--- config.mk ---
export PLATFORM = sky130hd
export DESIGN_NAME = stcmd_top
export DESIGN_NICKNAME = d
export VERILOG_FILES = /design/src/hw/stcmd_pkg.sv /design/src/hw/stcmd_decode.sv /design/src/hw/stcmd_trig_model.sv /design/src/hw/stcmd_top.sv
export VERILOG_INCLUDE_DIRS = /design/src /design/src/hw
export SDC_FILE = /design/constraint.sdc
export NUM_CORES = 1
export LEC_CHECK = 0
export BUFFER_PORTS_ARGS = -buffer_cell sky130_fd_sc_hd__buf_4
export CAP_MARGIN = 30
export CELL_PAD_IN_SITES_DETAIL_PLACEMENT = 1
export CELL_PAD_IN_SITES_GLOBAL_PLACEMENT = 1
export CORE_MARGIN = 1
export CORE_UTILIZATION = 38
export CTS_CLUSTER_SIZE = 40
export DETAILED_ROUTE_END_ITERATION = 10
export HOLD_SLACK_MARGIN = 0.05
export PLACE_DENSITY_LB_ADDON = 0.12
export SLEW_MARGIN = 20
export SYNTH_ARGS = -nofsm -noshare
export SYNTH_HDL_FRONTEND = slang
export SYNTH_HIERARCHICAL = 1
export SYNTH_SLANG_ARGS = --single-unit
--- constraint.sdc ---
create_clock -name core_clk_i -period 6.3 [get_ports core_clk_i]
set_input_delay 0.315 -clock core_clk_i [delete_from_list [all_inputs] [get_ports core_clk_i]]
set_output_delay 0.315 -clock core_clk_i [all_outputs]
set_load 0.005 [all_outputs]
--- src/hw/stcmd_defines.svh ---
`ifndef STCMD_DEFINES_SVH
`define STCMD_DEFINES_SVH

// Command opcodes on the command port
`define STCMD_OP_NOP       4'h0
`define STCMD_OP_STB_QUERY 4'h1
`define STCMD_OP_TRG       4'h2
`define STCMD_OP_TST_QUERY 4'h3
`define STCMD_OP_WAI       4'h4
`define STCMD_OP_ABORT     4'h5
`define STCMD_OP_INIT      4'h6
`define STCMD_OP_CAL_STEP  4'h7
`define STCMD_OP_SEQ       4'h8

// Calibration step numbers accepted as overlapped
`define STCMD_CAL_STEP_MIN 4'h1
`define STCMD_CAL_STEP_MAX 4'h8

// Answer values and channel
`define STCMD_TST_ANSWER   8'h00
`define STCMD_CHAN_ONE     4'h1

// Arm control source encodings
`define STCMD_SRC_IMM      2'h0
`define STCMD_SRC_BUS      2'h1

`endif

--- src/hw/stcmd_pkg.sv ---
package stcmd_pkg;

    // One command from the remote host
    typedef struct packed {
        logic [3:0] op;
        logic [3:0] arg;
    } stcmd_cmd_t;

    // One answer to a query
    typedef struct packed {
        logic [7:0] value;
    } stcmd_ans_t;

    // Trigger model states
    typedef enum logic [1:0] {
        TM_IDLE,
        TM_ARM_WAIT,
        TM_RUN
    } stcmd_tm_state_t;

    // Interpreter states
    typedef enum logic [1:0] {
        CI_READY,
        CI_WAIT_OVL
    } stcmd_ci_state_t;

endpackage : stcmd_pkg

--- src/hw/stcmd_decode.sv ---
`timescale 1ns/1ps
`default_nettype none
`include "stcmd_defines.svh"

module stcmd_decode
    import stcmd_pkg::*;
(
    // Command in
    input  wire logic       cmd_valid_i,
    input  wire stcmd_cmd_t cmd_i,
    // Decoded classes
    output logic            is_ovl_o,
    output logic            is_query_o,
    output logic            is_wai_o
);

    // Overlapped: trigger, initiate, cal steps one to eight
    function automatic logic ovl_class(input stcmd_cmd_t c);
        ovl_class = (c.op == `STCMD_OP_TRG) || (c.op == `STCMD_OP_INIT) ||
                    ((c.op == `STCMD_OP_CAL_STEP) &&
                     (c.arg >= `STCMD_CAL_STEP_MIN) &&
                     (c.arg <= `STCMD_CAL_STEP_MAX));
    endfunction : ovl_class

    // Pure combinational classification
    always_comb begin
        is_ovl_o   = cmd_valid_i && ovl_class(cmd_i);
        is_query_o = cmd_valid_i && ((cmd_i.op == `STCMD_OP_STB_QUERY) ||
                                     (cmd_i.op == `STCMD_OP_TST_QUERY));
        is_wai_o   = cmd_valid_i && (cmd_i.op == `STCMD_OP_WAI);
    end

endmodule : stcmd_decode
`default_nettype wire

--- src/hw/stcmd_trig_model.sv ---
`timescale 1ns/1ps
`default_nettype none
`include "stcmd_defines.svh"

module stcmd_trig_model
    import stcmd_pkg::*;
(
    // Clock and reset
    input  wire logic            core_clk_i,
    input  wire logic            nrst_i,
    // Control
    input  wire logic            init_i,
    input  wire logic            bus_trig_i,
    input  wire logic            abort_i,
    input  wire logic            cont_init_i,
    input  wire logic [1:0]      arm_src_i,
    input  wire logic            meas_done_i,
    // Status
    output stcmd_tm_state_t      state_o,
    output logic                 meas_start_o,
    output logic                 busy_o
);

    ////////////////////////////////////////////////////////////////////////
    stcmd_tm_state_t state_reg, state_next;
    logic            start_reg, start_next;

    // Abort has top priority; a bus trigger only arms with BUS source
    always_comb begin
        state_next = state_reg;
        start_next = 1'b0;
        if (abort_i) begin
            state_next = cont_init_i ? TM_ARM_WAIT : TM_IDLE;
        end else begin
            case (state_reg)
                TM_IDLE: begin
                    if (init_i || cont_init_i) begin
                        state_next = TM_ARM_WAIT;
                    end
                end
                TM_ARM_WAIT: begin
                    if (arm_src_i == `STCMD_SRC_IMM ||
                        (bus_trig_i && arm_src_i == `STCMD_SRC_BUS)) begin
                        state_next = TM_RUN;
                        start_next = 1'b1;
                    end
                end
                TM_RUN: begin
                    if (meas_done_i) begin
                        state_next = cont_init_i ? TM_ARM_WAIT : TM_IDLE;
                    end
                end
                default: state_next = TM_IDLE;
            endcase
        end
    end

    // Registers only
    always_ff @(posedge core_clk_i or negedge nrst_i) begin
        if (!nrst_i) begin
            state_reg <= TM_IDLE;
            start_reg <= 1'b0;
        end else begin
            state_reg <= state_next;
            start_reg <= start_next;
        end
    end

    assign state_o      = state_reg;
    assign meas_start_o = start_reg;
    assign busy_o       = (state_reg != TM_IDLE) && !cont_init_i;

    ////////////////////////////////////////////////////////////////////////
    // Checks on abort handling and trigger gating
    property p_abort_idle;
        @(posedge core_clk_i) disable iff (!nrst_i)
        abort_i && !cont_init_i |=> state_reg == TM_IDLE;
    endproperty
    a_abort_idle: assert property (p_abort_idle)
        else $error("abort without continuous did not go idle");

    property p_abort_top;
        @(posedge core_clk_i) disable iff (!nrst_i)
        abort_i && cont_init_i |=> state_reg == TM_ARM_WAIT;
    endproperty
    a_abort_top: assert property (p_abort_top)
        else $error("abort with continuous did not restart");

    property p_bus_gate;
        @(posedge core_clk_i) disable iff (!nrst_i)
        state_reg == TM_ARM_WAIT && arm_src_i != `STCMD_SRC_IMM &&
        !(bus_trig_i && arm_src_i == `STCMD_SRC_BUS)
        |=> state_reg != TM_RUN;
    endproperty
    a_bus_gate: assert property (p_bus_gate)
        else $error("trigger model ran without bus trigger");

endmodule : stcmd_trig_model
`default_nettype wire

--- src/hw/stcmd_top.sv ---
`timescale 1ns/1ps
`default_nettype none
`include "stcmd_defines.svh"

module stcmd_top
    import stcmd_pkg::*;
(
    // Clock and reset
    input  wire logic        core_clk_i,
    input  wire logic        nrst_i,
    // Command port
    input  wire logic        cmd_valid_i,
    input  wire stcmd_cmd_t  cmd_i,
    output logic             cmd_ready_o,
    // Answer port
    output logic             ans_valid_o,
    output stcmd_ans_t       ans_o,
    // Group execute trigger from the bus
    input  wire logic        get_i,
    // Status byte kept elsewhere
    input  wire logic [7:0]  status_byte_i,
    // Trigger model settings
    input  wire logic        cont_init_i,
    input  wire logic [1:0]  arm_src_i,
    // Overlapped operation completion
    input  wire logic        meas_done_i,
    input  wire logic        cal_done_i,
    // Sequential command execution
    output logic             seq_start_o,
    input  wire logic        seq_done_i,
    // Trigger model view
    output stcmd_tm_state_t  tm_state_o,
    output logic             meas_start_o,
    output logic             cal_start_o,
    output logic [3:0]       cal_step_o,
    output logic             abort_err_o
);

    ////////////////////////////////////////////////////////////////////////
    // Decode
    logic is_ovl;
    logic is_query;
    logic is_wai;

    stcmd_decode u_decode (
        .cmd_valid_i (cmd_valid_i),
        .cmd_i       (cmd_i),
        .is_ovl_o    (is_ovl),
        .is_query_o  (is_query),
        .is_wai_o    (is_wai)
    );

    ////////////////////////////////////////////////////////////////////////
    // Interpreter state
    stcmd_ci_state_t ci_reg,      ci_next;
    logic            seqb_reg,    seqb_next;
    logic            calb_reg,    calb_next;
    logic            ans_v_reg,   ans_v_next;
    logic [7:0]      ans_reg,     ans_next;
    logic            seq_st_reg,  seq_st_next;
    logic            cal_st_reg,  cal_st_next;
    logic [3:0]      step_reg,    step_next;
    logic            aerr_reg,    aerr_next;

    logic            take;
    logic            tm_busy;
    logic            ovl_busy;
    logic            trig_pulse;
    logic            init_pulse;
    logic            abort_pulse;

    // Overlapped work still in progress: calibration, or trigger model not idle while not continuous
    assign ovl_busy = tm_busy || calb_reg || cal_st_reg;

    // Sequential command blocks intake; wait blocks while overlap runs
    always_comb begin
        cmd_ready_o = 1'b0;
        case (ci_reg)
            CI_READY:    cmd_ready_o = !seqb_reg && !seq_st_reg;
            CI_WAIT_OVL: cmd_ready_o = 1'b0;
            default:     cmd_ready_o = 1'b0;
        endcase
    end

    assign take = cmd_valid_i && cmd_ready_o;

    // Bus trigger and remote trigger command are one and the same event
    assign trig_pulse  = get_i || (take && cmd_i.op == `STCMD_OP_TRG);
    assign init_pulse  = take && cmd_i.op == `STCMD_OP_INIT;
    assign abort_pulse = take && cmd_i.op == `STCMD_OP_ABORT;

    // Next-state logic of the interpreter
    always_comb begin
        ci_next     = ci_reg;
        seqb_next   = seqb_reg;
        calb_next   = calb_reg;
        ans_v_next  = 1'b0;
        ans_next    = ans_reg;
        seq_st_next = 1'b0;
        cal_st_next = 1'b0;
        step_next   = step_reg;
        aerr_next   = aerr_reg;
        // Completion of work started earlier
        if (seqb_reg && seq_done_i) begin
            seqb_next = 1'b0;
        end
        if (calb_reg && cal_done_i) begin
            calb_next = 1'b0;
        end
        if (cal_st_reg) begin
            calb_next = 1'b1;
        end
        case (ci_reg)
            CI_READY: begin
                if (take) begin
                    case (cmd_i.op)
                        `STCMD_OP_STB_QUERY: begin
                            // A read copy only; nothing is written back
                            ans_next   = status_byte_i;
                            ans_v_next = 1'b1;
                        end
                        `STCMD_OP_TST_QUERY: begin
                            ans_next   = `STCMD_TST_ANSWER;
                            ans_v_next = 1'b1;
                        end
                        `STCMD_OP_WAI: begin
                            if (ovl_busy) begin
                                ci_next = CI_WAIT_OVL;
                            end
                        end
                        `STCMD_OP_CAL_STEP: begin
                            if (is_ovl) begin
                                cal_st_next = 1'b1;
                                step_next   = cmd_i.arg;
                            end else begin
                                seq_st_next = 1'b1;
                                seqb_next   = 1'b1;
                            end
                        end
                        `STCMD_OP_ABORT: begin
                            // Single channel part: flag a wrong suffix
                            aerr_next = (cmd_i.arg != `STCMD_CHAN_ONE);
                        end
                        `STCMD_OP_SEQ: begin
                            seq_st_next = 1'b1;
                            seqb_next   = 1'b1;
                        end
                        default: begin
                        end
                    endcase
                end
            end
            CI_WAIT_OVL: begin
                if (!ovl_busy) begin
                    ci_next = CI_READY;
                end
            end
            default: ci_next = CI_READY;
        endcase
    end

    // Registers only
    always_ff @(posedge core_clk_i or negedge nrst_i) begin
        if (!nrst_i) begin
            ci_reg     <= CI_READY;
            seqb_reg   <= 1'b0;
            calb_reg   <= 1'b0;
            ans_v_reg  <= 1'b0;
            ans_reg    <= 8'h00;
            seq_st_reg <= 1'b0;
            cal_st_reg <= 1'b0;
            step_reg   <= 4'h0;
            aerr_reg   <= 1'b0;
        end else begin
            ci_reg     <= ci_next;
            seqb_reg   <= seqb_next;
            calb_reg   <= calb_next;
            ans_v_reg  <= ans_v_next;
            ans_reg    <= ans_next;
            seq_st_reg <= seq_st_next;
            cal_st_reg <= cal_st_next;
            step_reg   <= step_next;
            aerr_reg   <= aerr_next;
        end
    end

    assign ans_valid_o = ans_v_reg;
    assign ans_o.value = ans_reg;
    assign seq_start_o = seq_st_reg;
    assign cal_start_o = cal_st_reg;
    assign cal_step_o  = step_reg;
    assign abort_err_o = aerr_reg;

    ////////////////////////////////////////////////////////////////////////
    // Trigger model
    stcmd_trig_model u_tm (
        .core_clk_i   (core_clk_i),
        .nrst_i       (nrst_i),
        .init_i       (init_pulse),
        .bus_trig_i   (trig_pulse),
        .abort_i      (abort_pulse),
        .cont_init_i  (cont_init_i),
        .arm_src_i    (arm_src_i),
        .meas_done_i  (meas_done_i),
        .state_o      (tm_state_o),
        .meas_start_o (meas_start_o),
        .busy_o       (tm_busy)
    );

    ////////////////////////////////////////////////////////////////////////
    // Checks
    property p_stb_answer;
        @(posedge core_clk_i) disable iff (!nrst_i)
        take && cmd_i.op == `STCMD_OP_STB_QUERY
        |=> ans_valid_o && ans_o.value == $past(status_byte_i);
    endproperty
    a_stb_answer: assert property (p_stb_answer)
        else $error("status answer differs from status byte");

    property p_tst_zero;
        @(posedge core_clk_i) disable iff (!nrst_i)
        take && cmd_i.op == `STCMD_OP_TST_QUERY
        |=> ans_valid_o && ans_o.value == 8'h00;
    endproperty
    a_tst_zero: assert property (p_tst_zero)
        else $error("self-test answer not zero");

    property p_wai_hold;
        @(posedge core_clk_i) disable iff (!nrst_i)
        ci_reg == CI_WAIT_OVL && ovl_busy |-> !cmd_ready_o;
    endproperty
    a_wai_hold: assert property (p_wai_hold)
        else $error("command taken while overlapped work runs");

    property p_wai_enter;
        @(posedge core_clk_i) disable iff (!nrst_i)
        take && is_wai && ovl_busy |=> ci_reg == CI_WAIT_OVL;
    endproperty
    a_wai_enter: assert property (p_wai_enter)
        else $error("wait did not hold off");

    // A wait must not outlive the overlapped work it waits for
    property p_wai_release;
        @(posedge core_clk_i) disable iff (!nrst_i)
        ci_reg == CI_WAIT_OVL && !ovl_busy |=> cmd_ready_o;
    endproperty
    a_wai_release: assert property (p_wai_release)
        else $error("wait still held after overlapped work ended");

    property p_seq_hold;
        @(posedge core_clk_i) disable iff (!nrst_i)
        take && cmd_i.op == `STCMD_OP_SEQ
        |=> (!cmd_ready_o ##1 !cmd_ready_o) or seq_done_i;
    endproperty
    a_seq_hold: assert property (p_seq_hold)
        else $error("next command taken before sequential finished");

    // Intake stays shut for as long as the sequential engine works
    property p_seq_busy;
        @(posedge core_clk_i) disable iff (!nrst_i)
        seqb_reg && !seq_done_i |=> !cmd_ready_o;
    endproperty
    a_seq_busy: assert property (p_seq_busy)
        else $error("command intake open while sequential runs");

    property p_ovl_free;
        @(posedge core_clk_i) disable iff (!nrst_i)
        take && is_ovl && !is_query |=> cmd_ready_o;
    endproperty
    a_ovl_free: assert property (p_ovl_free)
        else $error("overlapped command blocked intake");

    property p_trg_get;
        @(posedge core_clk_i) disable iff (!nrst_i)
        take && cmd_i.op == `STCMD_OP_TRG && tm_state_o == TM_ARM_WAIT &&
        arm_src_i == `STCMD_SRC_BUS && !get_i |=> meas_start_o;
    endproperty
    a_trg_get: assert property (p_trg_get)
        else $error("trigger command did not act as bus trigger");

    // The bus strobe itself must start a measurement just the same
    property p_get_trig;
        @(posedge core_clk_i) disable iff (!nrst_i)
        get_i && !abort_pulse && tm_state_o == TM_ARM_WAIT &&
        arm_src_i == `STCMD_SRC_BUS |=> meas_start_o;
    endproperty
    a_get_trig: assert property (p_get_trig)
        else $error("group execute trigger did not start measurement");

    property p_abort_stop;
        @(posedge core_clk_i) disable iff (!nrst_i)
        abort_pulse |=> tm_state_o != TM_RUN;
    endproperty
    a_abort_stop: assert property (p_abort_stop)
        else $error("abort left trigger model running");

endmodule : stcmd_top
`default_nettype wire

==> results.sh <==
export IMPL_numCtsBuffers=3
export IMPL_n_fill_cell=280
export IMPL_fin_crit_sh_pct=39.28
export IMPL_min_path_type="in2reg"
export IMPL_hold_start="seq_done_i"
export IMPL_clkTransAtPathRegs_ns=0.12
export IMPL_hold_violations=0
export IMPL_final_setup_viol_count=0
export IMPL_grt_setup_unrepaired="no"
export IMPL_yosys_warnings=6
export IMPL_wl_met2_mm=1.343
export IMPL_multi_input_area_sq_um=488.0
export IMPL_dieWidth_microns=55.31
export IMPL_cts_tree="yes"
export IMPL_avgSynthCellArea_sq_um=12.27
export IMPL_critPathMaxFanout=7
export IMPL_fin_nets=163
export IMPL_wl_met1_mm=1.205
export IMPL_wl_mm=2.695
export IMPL_cts_sinks=22
export IMPL_peakVddDrop_mv=0.1506
export IMPL_drive_above_1_share_pct=51.11
export IMPL_regArea_sq_um=550.5
export IMPL_portBuffers=45
export IMPL_grt_max_degree=23
export IMPL_cts_root_buf="clkbuf_4"
export IMPL_status="finished clean"
export IMPL_final_core_util_pct=56.86
export IMPL_dr_wl_met3_microns=127
export IMPL_path_class="reg2reg"
export IMPL_grt_ovfl_total=0
export IMPL_vias_per_cell=5.467
export IMPL_die_h_microns=55.31
export IMPL_wl_per_cell_microns=16.33
export IMPL_grt_usage_pct=19.04
export IMPL_syn_inst=88
export IMPL_fmax_mhz=404.1
export IMPL_core_sq_um=2590
export IMPL_ant_nets=0
export IMPL_dr_first_iter_drc_count=18
export IMPL_ioPinCount=46
export IMPL_via_count=902
export IMPL_start_util_pct=41.69
export IMPL_cp_start_kind="register"
export IMPL_cp_required_ns=6.51
export IMPL_h_tree_depth=1
export IMPL_antenna_cells=0
export IMPL_timing_final_ws_setup_ns=3.825
export IMPL_place_hpwl_mm=2.069
export IMPL_grt_pass1_wl_mm=4.629
export IMPL_routed_top_layer="met4"
export IMPL_place_ws_ns=3.793
export IMPL_end_kind="register"
export IMPL_place_gp_congestion=0.9019
export IMPL_worstReg2RegStart="ci_reg[0]"
export IMPL_drc_errors=0
export IMPL_layout_common_cells="buf_4, dfrtp_1, mux2_2, nor2b_1, inv_1"
export IMPL_synth_nets=114
export IMPL_max_cap_violations=0
export IMPL_fin_setup_tns_ns=0
export IMPL_final_common_cell="buf_4"
export IMPL_cellLeakagePower_nw=0.7389
export IMPL_arrival_ns=2.68
export IMPL_first_pass_iters=4
export IMPL_dieArea_sq_um=3059
export IMPL_startpoint="ci_reg[0]"
export IMPL_cts_resized=0
export IMPL_ff2ff_setup_slack_ns=3.83
export IMPL_worstMarginPinSlew_ns=0.7145
export IMPL_rows=18
export IMPL_synth_area_sq_um=1080
export IMPL_worst_clock_skew_ns=0.001839
export IMPL_max_slew_margin_pct=51.93
export IMPL_clk_latency_ns=0.31
export IMPL_clock_path_buffers=2
export IMPL_grt_pass1_vias=951
export IMPL_power_density_nw_per_um2=236.8
export IMPL_antenna_found_initial=0
export IMPL_largest_register_ffs=8
export IMPL_finalMaxSlewViolations=0
export IMPL_area_growth_pct=36.38
export IMPL_post_route_min_period_ns=2.475
==> cell type report <==
type | count | share of cell area (%)
sequential | 22 | 37.38
multi-input combinational | 57 | 33.14
tap | 30 | 2.549
inverter | 7 | 1.784
clock buffer | 3 | 1.529
timing repair buffer | 46 | 23.62
==> through the flow <==
| step | instance area (sq um) | power (mW) | hold slack [ns] | cells |
|---|---|---|---|---|
| after global routing | 1473 | 0.3705 | 0.1726 | 165 |
| after global placement | 1440 | 0.2821 | 0.2183 | 161 |
| final | 1473 | 0.3487 | 0.1773 | 165 |
| after floorplan | 1080 | 0.2253 | 0.01941 | 88 |
| after detailed placement | 1440 | 0.2870 | 0.2240 | 161 |
| after CTS | 1473 | 0.3531 | 0.1660 | 165 |
==> timing repair <==
action | CTS | global route
hold endpoints to repair | 22 | 0
buffers inserted | 0 | 0
setup endpoints to repair | 0 | 0
hold buffers | 1 | 0
==> path summary, 6_finish.rpt <==
path / end / depth (start not counted)
min reg2reg: ans_o[7] / 1
max: u_tm/state_o[0] / 5
max reg2reg: u_tm/state_o[0] / 5
min: seqb_reg / 2
max in group asynchronous: cal_step_o[3] / 2
min in group asynchronous: u_tm/meas_start_o / 2
==> worst max-delay path, stage by stage (launching register included) <==
cell and delay, ns:
dfrtp_1 0.42, or4b_1 0.72, nor4_1 0.67, nand2b_1 0.19
a221oi_1 0.07, a221o_2 0.30
==> power breakdown <==
part	leakage [nW]	switching, mW	internal (mW)	total [mW]
clock	0.0138	0.0431	0.0224	0.0654
combinational	0.434	0.0404	0.0631	0.103
sequential	0.291	0.0173	0.163	0.180
==> routing by layer <==
metal | up-vias | GRT usage (%)
li1 | 419 | -
met1 | 453 | 27.34
met2 | 28 | 30.12
met3 | 2 | 2.576
met4 | 0 | 5.357
met5 | - | 0
Note: power is estimated with default switching activity, not from simulation.
